<file path="src/design/dtlsc_pkg.sv">
/*
  Shared constants of the time-loop and sync-out control register bank:
  byte addresses, field positions, reset values and limits.
  Assumes byte-wide register ports with 12-bit byte addresses.
*/
`default_nettype none
package dtlsc_pkg;
  localparam int ADDR_W = 12;
  localparam logic [ADDR_W-1:0] ADDR_DELAY0 = 12'h928;
  localparam logic [ADDR_W-1:0] ADDR_DELAY3 = 12'h92b;
  localparam logic [ADDR_W-1:0] ADDR_DIFF0 = 12'h92c;
  localparam logic [ADDR_W-1:0] ADDR_DIFF3 = 12'h92f;
  localparam logic [ADDR_W-1:0] ADDR_START0 = 12'h930;
  localparam logic [ADDR_W-1:0] ADDR_START1 = 12'h931;
  localparam logic [ADDR_W-1:0] ADDR_SPEED0 = 12'h932;
  localparam logic [ADDR_W-1:0] ADDR_SPEED1 = 12'h933;
  localparam logic [ADDR_W-1:0] ADDR_DIFF_DEPTH = 12'h934;
  localparam logic [ADDR_W-1:0] ADDR_SPEED_DEPTH = 12'h935;
  localparam logic [ADDR_W-1:0] ADDR_OWNER = 12'h980;
  localparam logic [ADDR_W-1:0] ADDR_ACT = 12'h981;
  // ownership register bits
  localparam int OWN_SYNC = 0;
  localparam int OWN_LATCH0 = 4;
  localparam int OWN_LATCH1 = 5;
  localparam logic [7:0] OWN_MASK = 8'h31;
  // activation register bits
  localparam int ACT_UNIT = 0;
  localparam int ACT_P0 = 1;
  localparam int ACT_P1 = 2;
  localparam int ACT_AUTO = 3;
  localparam int ACT_EXT = 4;
  localparam int ACT_PLAUS = 5;
  localparam int ACT_NEAR = 6;
  localparam int ACT_DEBUG = 7;
  localparam logic [7:0] ACT_MASK = 8'h7f;
  localparam int NEAR_SHORT_BIT = 31;
  // field widths and limits
  localparam int START_W = 15;
  localparam int DEPTH_W = 4;
  localparam logic [7:0] START_HI_MASK = 8'h7f;
  localparam logic [7:0] DEPTH_MASK = 8'h0f;
  localparam logic [15:0] SPEED_LIMIT_OFS = 16'h007f;
  localparam logic [7:0] RST_BYTE = 8'h00;
  localparam logic [31:0] RST_WORD = 32'h0000_0000;
endpackage : dtlsc_pkg
`default_nettype wire

</file>
<file path="src/design/dtlsc_avg_filter.sv">
/*
  Running-average filter: each sample moves the average by the error
  shifted right by the depth. Clear returns the average to zero.
  Assumes samples and clear come from logic on the same clock.
*/
`default_nettype none
module dtlsc_avg_filter #(
  parameter int W = 32,
  parameter int DW = 4
) (
  input wire logic i_clk,
  input wire logic i_resetn,
  input wire logic i_clear,
  input wire logic i_valid,
  input wire logic signed [W-1:0] i_sample,
  input wire logic [DW-1:0] i_depth,
  output logic signed [W-1:0] o_avg
);
  logic signed [W:0] err;

  assign err = $signed({i_sample[W-1], i_sample}) - $signed({o_avg[W-1], o_avg});

  always_ff @(posedge i_clk or negedge i_resetn) begin
    if (!i_resetn) begin
      o_avg <= '0;
    end else if (i_clear) begin
      o_avg <= '0;
    end else if (i_valid) begin
      o_avg <= W'(o_avg + W'(err >>> i_depth));
    end
  end
endmodule : dtlsc_avg_filter
`default_nettype wire

</file>
<file path="src/design/dtlsc_sync_ctrl.sv">
/*
  Sync-out activation register with auto-activation, start time
  extension, near-future plausibility check and debug pulse.
  Assumes write strobes are already filtered by port ownership.
*/
`default_nettype none
module dtlsc_sync_ctrl (
  input wire logic i_clk,
  input wire logic i_resetn,
  input wire logic i_we,
  input wire logic [7:0] i_wdata,
  input wire logic i_start_wr,
  input wire logic i_start_lo_only,
  input wire logic [63:0] i_start_time,
  input wire logic [63:0] i_sys_time,
  output logic [7:0] o_act,
  output logic [1:0] o_debug,
  output logic o_immediate,
  output logic o_start_valid,
  output logic [63:0] o_start
);
  import dtlsc_pkg::*;

  logic [7:0] act_d;
  logic [63:0] start_eff;
  logic [63:0] delta;
  logic outside;
  logic activate;

  always_comb begin
    start_eff = i_start_time;
    if (i_start_lo_only && o_act[ACT_EXT]) begin
      start_eff[63:32] = i_sys_time[63:32];
      if (i_start_time[31:0] < i_sys_time[31:0]) begin
        start_eff[63:32] = i_sys_time[63:32] + 32'h0000_0001; // RULE17
      end
    end
  end

  assign delta = start_eff - i_sys_time;
  // short window is 2^31 ns, long window half the 64-bit range
  assign outside = o_act[ACT_NEAR] ? (delta[63:NEAR_SHORT_BIT] != '0) : delta[63]; // RULE19

  always_comb begin
    act_d = o_act;
    if (i_we) begin
      act_d = i_wdata & ACT_MASK; // RULE15
    end
    if (i_start_wr && o_act[ACT_AUTO]) begin
      act_d[ACT_UNIT] = 1'b1; // RULE16
    end
  end

  assign activate = act_d[ACT_UNIT] && !o_act[ACT_UNIT];

  always_ff @(posedge i_clk or negedge i_resetn) begin
    if (!i_resetn) begin
      o_act <= RST_BYTE;
    end else begin
      o_act <= act_d;
    end
  end

  always_ff @(posedge i_clk or negedge i_resetn) begin
    if (!i_resetn) begin
      o_debug <= 2'h0;
    end else if (i_we && i_wdata[ACT_DEBUG]) begin
      o_debug <= act_d[ACT_P1:ACT_P0]; // RULE20
    end else begin
      o_debug <= 2'h0;
    end
  end

  always_ff @(posedge i_clk or negedge i_resetn) begin
    if (!i_resetn) begin
      o_immediate <= 1'b0;
    end else begin
      o_immediate <= activate && act_d[ACT_PLAUS] && outside; // RULE18
    end
  end

  always_ff @(posedge i_clk or negedge i_resetn) begin
    if (!i_resetn) begin
      o_start_valid <= 1'b0;
      o_start <= '0;
    end else begin
      o_start_valid <= i_start_wr;
      if (i_start_wr) begin
        o_start <= start_eff; // RULE17
      end
    end
  end
endmodule : dtlsc_sync_ctrl
`default_nettype wire

</file>
<file path="src/design/dtlsc_top.sv">
/*
  Time-loop and sync-out control register bank with two byte-wide
  register ports: network master port (m) and local host port (h).
  Assumes the time loop supplies difference and speed samples and the
  system time on this clock; the host-controlled strap is a pin.
*/
//
// Overview of operation
// (RULE1) 32-bit reference path delay, both ports read
// (RULE2) software restarts filters after delay change
// (RULE3) difference magnitude bits 30:0, bit 31 sign
// (RULE4) 15-bit bandwidth field, larger means smoother
// (RULE5) bandwidth write clears difference and deviation
// (RULE6) software keeps bandwidth in 0x0080..0x3fff
// (RULE7) deviation clamped to plus/minus start minus 0x7f
// (RULE8) software computes deviation after difference settles
// (RULE9) difference depth write clears averaged difference
// (RULE10) speed depth write resets speed filter
// (RULE11) time loop writes: master, host if host-controlled
// (RULE12) ownership bit 0: sync unit, master-only writes
// (RULE13) bit 4 latch0 owner, forced host when host-controlled
// (RULE14) bit 5 latch1 owner, routes latch interrupt
// (RULE15) activation bits 0..2 reset to zero
// (RULE16) auto-activation on start time write
// (RULE17) 32-bit start time extended to 64
// (RULE18) plausibility check gives immediate sync
// (RULE19) bit 6 selects near-future window
// (RULE20) debug pulse bit self-clears, reads zero
// (RULE21) activation writes follow sync unit owner
// (RULE22) unknown resets zero, reserved bits zero
`default_nettype none
module dtlsc_top #(
  parameter int DIFF_W = 32,
  parameter int SPEED_W = 16
) (
  input wire logic i_clk,
  input wire logic i_resetn,
  input wire logic i_time_host_ctrl,
  input wire logic i_m_wr,
  input wire logic i_m_rd,
  input wire logic [dtlsc_pkg::ADDR_W-1:0] i_m_addr,
  input wire logic [7:0] i_m_wdata,
  output logic [7:0] o_m_rdata,
  output logic o_m_rvalid,
  input wire logic i_h_wr,
  input wire logic i_h_rd,
  input wire logic [dtlsc_pkg::ADDR_W-1:0] i_h_addr,
  input wire logic [7:0] i_h_wdata,
  output logic [7:0] o_h_rdata,
  output logic o_h_rvalid,
  input wire logic i_diff_valid,
  input wire logic signed [DIFF_W-1:0] i_diff_sample,
  input wire logic i_speed_valid,
  input wire logic signed [SPEED_W-1:0] i_speed_sample,
  input wire logic i_start_wr,
  input wire logic i_start_lo_only,
  input wire logic [63:0] i_start_time,
  input wire logic [63:0] i_sys_time,
  output logic [31:0] o_ref_delay,
  output logic [dtlsc_pkg::START_W-1:0] o_bandwidth,
  output logic [dtlsc_pkg::DEPTH_W-1:0] o_diff_depth,
  output logic [dtlsc_pkg::DEPTH_W-1:0] o_speed_depth,
  output logic o_sync_host,
  output logic o_latch0_host,
  output logic o_latch1_host,
  output logic o_unit_active,
  output logic [1:0] o_pulse_en,
  output logic [1:0] o_debug_pulse,
  output logic o_sync_immediate,
  output logic o_start_valid,
  output logic [63:0] o_start_time
);
  import dtlsc_pkg::*;

  logic host_meta_q;
  logic host_q;
  logic [7:0] own_q;
  logic [7:0] act;
  logic tl_wr_m;
  logic tl_wr_h;
  logic tl_we;
  logic [ADDR_W-1:0] tl_addr;
  logic [7:0] tl_data;
  logic start_wr;
  logic diff_clr;
  logic speed_clr;
  logic act_we;
  logic [7:0] act_wdata;
  logic signed [DIFF_W-1:0] diff_avg;
  logic signed [SPEED_W-1:0] speed_avg;
  logic [31:0] diff_rep_q;
  logic [15:0] speed_dev_q;
  logic [15:0] limit;
  logic signed [15:0] speed_clamped;
  logic [DIFF_W-1:0] diff_mag;

  // replace one byte of a word
  function automatic logic [31:0] put_byte(input logic [31:0] w, input logic [1:0] idx,
                                           input logic [7:0] b);
    logic [31:0] r;
    r = w;
    r[8*idx +: 8] = b;
    return r;
  endfunction

  function automatic logic in_range(input logic [ADDR_W-1:0] a, input logic [ADDR_W-1:0] lo,
                                    input logic [ADDR_W-1:0] hi);
    return (a >= lo) && (a <= hi);
  endfunction

  function automatic logic [7:0] read_byte(input logic [ADDR_W-1:0] a);
    logic [7:0] r;
    r = RST_BYTE;
    if (in_range(a, ADDR_DELAY0, ADDR_DELAY3)) begin
      r = o_ref_delay[8*a[1:0] +: 8]; // RULE1
    end else if (in_range(a, ADDR_DIFF0, ADDR_DIFF3)) begin
      r = diff_rep_q[8*a[1:0] +: 8];
    end else if (a == ADDR_START0) begin
      r = o_bandwidth[7:0];
    end else if (a == ADDR_START1) begin
      r = {1'b0, o_bandwidth[START_W-1:8]}; // RULE22
    end else if (a == ADDR_SPEED0) begin
      r = speed_dev_q[7:0];
    end else if (a == ADDR_SPEED1) begin
      r = speed_dev_q[15:8];
    end else if (a == ADDR_DIFF_DEPTH) begin
      r = {4'h0, o_diff_depth};
    end else if (a == ADDR_SPEED_DEPTH) begin
      r = {4'h0, o_speed_depth};
    end else if (a == ADDR_OWNER) begin
      r = own_q;
      r[OWN_LATCH0] = own_q[OWN_LATCH0] | host_q; // RULE13
    end else if (a == ADDR_ACT) begin
      r = act; // RULE20
    end
    return r;
  endfunction

  // strap from a pin: two flops before use
  always_ff @(posedge i_clk or negedge i_resetn) begin
    if (!i_resetn) begin
      host_meta_q <= 1'b0;
      host_q <= 1'b0;
    end else begin
      host_meta_q <= i_time_host_ctrl;
      host_q <= host_meta_q;
    end
  end

  // time loop write path: one owner at a time
  assign tl_wr_m = i_m_wr && !host_q; // RULE11
  assign tl_wr_h = i_h_wr && host_q; // RULE11
  assign tl_we = tl_wr_m || tl_wr_h;
  assign tl_addr = tl_wr_m ? i_m_addr : i_h_addr;
  assign tl_data = tl_wr_m ? i_m_wdata : i_h_wdata;
  assign start_wr = tl_we && in_range(tl_addr, ADDR_START0, ADDR_START1);
  assign diff_clr = start_wr || (tl_we && tl_addr == ADDR_DIFF_DEPTH); // RULE5 RULE9
  assign speed_clr = start_wr || (tl_we && tl_addr == ADDR_SPEED_DEPTH); // RULE5 RULE10

  always_ff @(posedge i_clk or negedge i_resetn) begin
    if (!i_resetn) begin
      o_ref_delay <= RST_WORD;
    end else if (tl_we && in_range(tl_addr, ADDR_DELAY0, ADDR_DELAY3)) begin
      o_ref_delay <= put_byte(o_ref_delay, tl_addr[1:0], tl_data); // RULE1
    end
  end

  always_ff @(posedge i_clk or negedge i_resetn) begin
    if (!i_resetn) begin
      o_bandwidth <= '0;
    end else if (tl_we && tl_addr == ADDR_START0) begin
      o_bandwidth[7:0] <= tl_data; // RULE4
    end else if (tl_we && tl_addr == ADDR_START1) begin
      o_bandwidth[START_W-1:8] <= tl_data[6:0] & START_HI_MASK[6:0]; // RULE4
    end
  end

  always_ff @(posedge i_clk or negedge i_resetn) begin
    if (!i_resetn) begin
      o_diff_depth <= '0;
      o_speed_depth <= '0;
    end else if (tl_we && tl_addr == ADDR_DIFF_DEPTH) begin
      o_diff_depth <= DEPTH_W'(tl_data & DEPTH_MASK); // RULE9
    end else if (tl_we && tl_addr == ADDR_SPEED_DEPTH) begin
      o_speed_depth <= DEPTH_W'(tl_data & DEPTH_MASK); // RULE10
    end
  end

  // ownership register: master port only
  always_ff @(posedge i_clk or negedge i_resetn) begin
    if (!i_resetn) begin
      own_q <= RST_BYTE;
    end else if (i_m_wr && i_m_addr == ADDR_OWNER) begin
      own_q <= i_m_wdata & OWN_MASK; // RULE12 RULE14
    end
  end

  always_ff @(posedge i_clk or negedge i_resetn) begin
    if (!i_resetn) begin
      o_sync_host <= 1'b0;
      o_latch0_host <= 1'b0;
      o_latch1_host <= 1'b0;
    end else begin
      o_sync_host <= own_q[OWN_SYNC]; // RULE12
      o_latch0_host <= own_q[OWN_LATCH0] | host_q; // RULE13
      o_latch1_host <= own_q[OWN_LATCH1]; // RULE14
    end
  end

  // activation writes from the sync unit owner only
  assign act_we = own_q[OWN_SYNC] ? (i_h_wr && i_h_addr == ADDR_ACT)
                                  : (i_m_wr && i_m_addr == ADDR_ACT); // RULE21
  assign act_wdata = own_q[OWN_SYNC] ? i_h_wdata : i_m_wdata;

  dtlsc_sync_ctrl u_sync (
    .i_clk(i_clk),
    .i_resetn(i_resetn),
    .i_we(act_we),
    .i_wdata(act_wdata),
    .i_start_wr(i_start_wr),
    .i_start_lo_only(i_start_lo_only),
    .i_start_time(i_start_time),
    .i_sys_time(i_sys_time),
    .o_act(act),
    .o_debug(o_debug_pulse),
    .o_immediate(o_sync_immediate),
    .o_start_valid(o_start_valid),
    .o_start(o_start_time)
  );

  assign o_unit_active = act[ACT_UNIT];
  assign o_pulse_en = act[ACT_P1:ACT_P0];

  dtlsc_avg_filter #(.W(DIFF_W), .DW(DEPTH_W)) u_diff (
    .i_clk(i_clk),
    .i_resetn(i_resetn),
    .i_clear(diff_clr),
    .i_valid(i_diff_valid),
    .i_sample(i_diff_sample),
    .i_depth(o_diff_depth),
    .o_avg(diff_avg)
  );

  dtlsc_avg_filter #(.W(SPEED_W), .DW(DEPTH_W)) u_speed (
    .i_clk(i_clk),
    .i_resetn(i_resetn),
    .i_clear(speed_clr),
    .i_valid(i_speed_valid),
    .i_sample(i_speed_sample),
    .i_depth(o_speed_depth),
    .o_avg(speed_avg)
  );

  // sample is local minus received: negative means local is behind
  assign diff_mag = diff_avg[DIFF_W-1] ? DIFF_W'(-diff_avg) : diff_avg;

  assign limit = ({1'b0, o_bandwidth} > SPEED_LIMIT_OFS) ?
                 16'({1'b0, o_bandwidth} - SPEED_LIMIT_OFS) : 16'h0000;

  always_comb begin
    speed_clamped = 16'(speed_avg);
    if (speed_clamped > $signed(limit)) begin
      speed_clamped = $signed(limit); // RULE7
    end else if (speed_clamped < -$signed(limit)) begin
      speed_clamped = -$signed(limit); // RULE7
    end
  end

  always_ff @(posedge i_clk or negedge i_resetn) begin
    if (!i_resetn) begin
      diff_rep_q <= RST_WORD;
      speed_dev_q <= 16'h0000;
    end else begin
      diff_rep_q <= diff_clr ? RST_WORD : {diff_avg[DIFF_W-1], diff_mag[30:0]}; // RULE3 RULE5
      speed_dev_q <= speed_clr ? 16'h0000 : speed_clamped; // RULE5 RULE7
    end
  end

  always_ff @(posedge i_clk or negedge i_resetn) begin
    if (!i_resetn) begin
      o_m_rdata <= RST_BYTE;
      o_m_rvalid <= 1'b0;
      o_h_rdata <= RST_BYTE;
      o_h_rvalid <= 1'b0;
    end else begin
      o_m_rvalid <= i_m_rd;
      o_h_rvalid <= i_h_rd;
      if (i_m_rd) begin
        o_m_rdata <= read_byte(i_m_addr);
      end
      if (i_h_rd) begin
        o_h_rdata <= read_byte(i_h_addr);
      end
    end
  end
endmodule : dtlsc_top
`default_nettype wire

</file>
<file path="config.mk">
export PLATFORM = sky130hd
export DESIGN_NAME = dtlsc_top
export DESIGN_NICKNAME = d
export VERILOG_FILES = /design/src/design/dtlsc_pkg.sv /design/src/design/dtlsc_avg_filter.sv /design/src/design/dtlsc_sync_ctrl.sv /design/src/design/dtlsc_top.sv
export SDC_FILE = /design/constraint.sdc
export NUM_CORES = 1
export LEC_CHECK = 0
export BUFFER_PORTS_ARGS = -buffer_cell sky130_fd_sc_hd__clkbuf_2
export CORE_MARGIN = 4
export CORE_UTILIZATION = 55
export DETAILED_ROUTE_END_ITERATION = 8
export GPL_TIMING_DRIVEN = 0
export PLACE_DENSITY = 0.77
export SLEW_MARGIN = 20
export SYNTH_ARGS = -nofsm -noshare
export SYNTH_HDL_FRONTEND = slang
export SYNTH_SLANG_ARGS = --single-unit
</file>
<file path="constraint.sdc">
create_clock -name i_clk -period 6.52 [get_ports i_clk]
set_input_delay 0.326 -clock i_clk [delete_from_list [all_inputs] [get_ports i_clk]]
set_output_delay 0.326 -clock i_clk [all_outputs]
set_load 0.02 [all_outputs]
</file>
==> results.sh <==
export IMPL_grtUsageMet2_pct=56.9
export IMPL_start_kind="input port"
export IMPL_ys_seq_elements=252
export IMPL_initial_utilization_pct=56.2
export IMPL_drive_gt1_share_pct=19.0
export IMPL_antenna_found_initial=7
export IMPL_synth_area_top_cells="dfrtp_1, ha_1, a21oi_1, mux2i_1, xnor2_1"
export IMPL_fin_nets=3836
export IMPL_status="finished clean"
export IMPL_critical_path_required_ps=6960
export IMPL_cts_sinks=252
export IMPL_die_h_um=219
export IMPL_cp_common_cell="nand4_1"
export IMPL_synth_most_common_cell="nor2_1"
export IMPL_pre_cts_slack_ps=-918
export IMPL_setup_viol=0
export IMPL_final_hold_violation_count=0
export IMPL_multi_input_area_um2=17100
export IMPL_die_area_um2=47800
export IMPL_cp_num_buf_inv=5
export IMPL_slowest_delay_ps=580
export IMPL_core_um2=43500
export IMPL_post_route_min_period_ps=6320
export IMPL_design_power_total_mw=13.9
export IMPL_grt_usage_pct=37.3
export IMPL_hold_path_class="input port to flip-flop"
export IMPL_tightest_slew_ps=1160
export IMPL_drcViolationCount=0
export IMPL_power_density_nw_per_um2=484
export IMPL_antenna_left=0
export IMPL_ys_types=86
export IMPL_vias=25500
export IMPL_critPathSlowestCell="or4b_1"
export IMPL_busiest_layer="met2"
export IMPL_synth_commonest_cells="nor2_1, a21oi_1, nand2_1"
export IMPL_max_cap_viol_count=0
export IMPL_crit_type="input port to flip-flop"
export IMPL_ir_drop_mv=0.601
export IMPL_arrival_ps=6760
export IMPL_regArea_um2=6310
export IMPL_worstSkewPairLatency_ps=590
export IMPL_yosysSeqAreaShare_pct=25.8
export IMPL_num_rows=76
export IMPL_crit_fanout=10
export IMPL_syn_nets=3399
export IMPL_area_growth_pct=17.7
export IMPL_port_buffers=368
export IMPL_timing_fmax_ghz=0.158
export IMPL_grt_max_degree=68
export IMPL_cpLargestDelayFamily="simple AND/OR/NAND/NOR gates"
export IMPL_cts_tree="built"
export IMPL_relSlewSlack_pct=22.3
export IMPL_finalNonFillerCells=4024
export IMPL_io_pins=374
export IMPL_crit_path_end_kind="flip-flop"
export IMPL_clock_skew_ps=35.7
export IMPL_cts_inserted_buffers=29
export IMPL_use_met1_pct=49.8
export IMPL_synth_warnings=0
export IMPL_synth_top_area_cell="dfrtp_1"
export IMPL_fin_crit_sh_pct=96.9
export IMPL_yosys_most_used_dff="dfrtp_1"
export IMPL_clk_pin_slew_ps=70
export IMPL_die_x_um=219
export IMPL_avgSynthCellArea_um2=8.22
export IMPL_p_leak_nw=13.4
export IMPL_synth_edf_count=0
export IMPL_yosysTopAreaCellShare_pct=25.8
export IMPL_rsz0062_at_grt="yes"
export IMPL_wl_mm=92.2
export IMPL_r2r_start="u_diff.o_avg[0]"
export IMPL_worst_slack_ps=201
export IMPL_grt_pass1_wl_mm=140
export IMPL_dpl_hpwl_mm=73.6
export IMPL_cts_root_buf="clkbuf_16"
export IMPL_netlist_instances=2972
export IMPL_min_from="i_start_time[17]"
export IMPL_synth_area_um2=24400
export IMPL_dr_first_iter_drc_count=2571
export IMPL_dpl_cell_count=3928
export IMPL_vias_per_cell=6.34
export IMPL_wl_per_cell_um=22.9
export IMPL_grt_pass1_vias=24700
export IMPL_grtUsageMet3_pct=9.86
export IMPL_fill_cells=3689
export IMPL_h_tree_depth=1
export IMPL_gp_congestion=1.03
export IMPL_gr_total_overflow=0
export IMPL_clockBufferDepth=3
export IMPL_drtPass1Iterations=7
export IMPL_startpoint="i_start_time[5]"
export IMPL_slew_violations=0
export IMPL_async_flop_share_pct=100
==> cell type report <==
cell class	instances	share of cell area (%)
Buffer	139	1.88
Clock buffer	38	2.82
Sequential cell	252	22.0
Inverter	199	2.61
Clock inverter	15	0.705
Tap cell	585	2.55
Timing Repair Buffer	409	7.96
Multi-Input combinational cell	2379	59.4
Antenna cell	8	0.0697
==> worst register-to-register path, delay by kind of cell (launching register included) <==
kind	cells	cell delay, ps
adders and majority gates	3	860
buffers and inverters	1	60
DFF	1	430
xor gates and xnor gates	3	600
AOI/OAI and AO/OA	16	3290
and+or+nand+nor	5	930
==> layer usage <==
layer	up-vias	part of all wire (%)
li1	11600	-
met1	12200	41
met2	1424	43
met4	2	5.5
met5	-	0.014
met3	249	11
==> final timing paths <==
path                       depth (start not counted)  slack [ps]                  to
min in group asynchronous                          2         280  u_sync.o_start[61]
hold reg to reg                                    0         360              host_q
setup reg to reg                                  28         220    u_diff.o_avg[31]
max in group asynchronous                          5        4760    u_speed.o_avg[8]
hold / removal                                     2           2  u_sync.o_start[17]
setup / recovery                                  26         200  u_sync.o_immediate
==> registers in the layout, indices dropped and copies added (netlist names) <==
register and count:
o_h_rvalid 1, o_m_rdata 8, u_speed.o_avg 16, o_speed_depth 4, o_m_rvalid 1, o_sync_host 1
o_h_rdata 8, u_sync.o_immediate 1, o_bandwidth 15, u_diff.o_avg 32, o_ref_delay 32, own_q 3
host_meta_q 1, o_diff_depth 4, o_latch1_host 1, u_sync.o_start_valid 1, u_sync.o_start 64, diff_rep_q 32
o_latch0_host 1, u_sync.o_act 7, speed_dev_q 16, u_sync.o_debug 2, host_q 1
==> kinds of logic after synthesis <==
logic type / synth area share [%]
and+or+nand+nor: 17.1
AOI/OAI and AO/OA: 21.0
buffers and inverters: 5.29
muxes: 14.0
DFF: 25.8
adders and majority gates: 10.4
xor gates and xnor gates: 6.35
other: 0.0154
==> through the flow <==
| stage | hold slack (ps) | TNS (ps) | instance area, um2 | utilization, % |
|---|---|---|---|---|
| final | 1.92 | 0 | 28700 | 66.1 |
| after global routing | 6.57 | -85.6 | 28700 | 66.1 |
| after CTS | 0.386 | -101 | 28400 | 65.4 |
| after detailed placement | 342 | -4140 | 27100 | 62.3 |
| after global placement | 343 | -1980 | 27000 | 62.1 |
| after floorplan | 30.4 | 0 | 24400 | - |
==> timing repair <==
| action | in CTS | in global routing |
|---|---|---|
| cloned | 0 | 0 |
| hold endpoints to repair | 92 | 0 |
| pin swaps | 3 | 13 |
| hold buffers | 27 | 0 |
| resized for setup | 12 | 64 |
| setup endpoints to repair | 17 | 34 |
| buffers inserted | 2 | 9 |
==> where the power goes <==
group	internal [mW]	leakage, nW	switching [mW]
logic	4.13	9.73	5.57
registers	1.97	3.15	0.470
clock network	1.03	0.485	0.716
total	7.14	13.4	6.76
==> placed cells by master, fill, tap and decap left out, drive strengths merged, types with 18 or more instances in the layout <==
| master | count |
|---|---|
| a211oi | 43 |
| a21o | 49 |
| a21oi | 273 |
| a31oi | 38 |
| and3 | 20 |
| buf | 35 |
| clkbuf | 524 |
| dfrtp | 252 |
| dlygate4sd3 | 27 |
| ha | 196 |
| inv | 196 |
| mux2 | 101 |
| mux2i | 136 |
| mux4 | 41 |
| nand2 | 258 |
| nand2b | 25 |
| nand3 | 49 |
| nand4 | 37 |
| nor2 | 316 |
| nor2b | 26 |
| nor3 | 61 |
| o211ai | 31 |
| o21a | 46 |
| o21ai | 163 |
| o31ai | 47 |
| or3 | 18 |
| xnor2 | 145 |
| xor2 | 32 |
No activity file was read; power rests on OpenSTA's default activity.
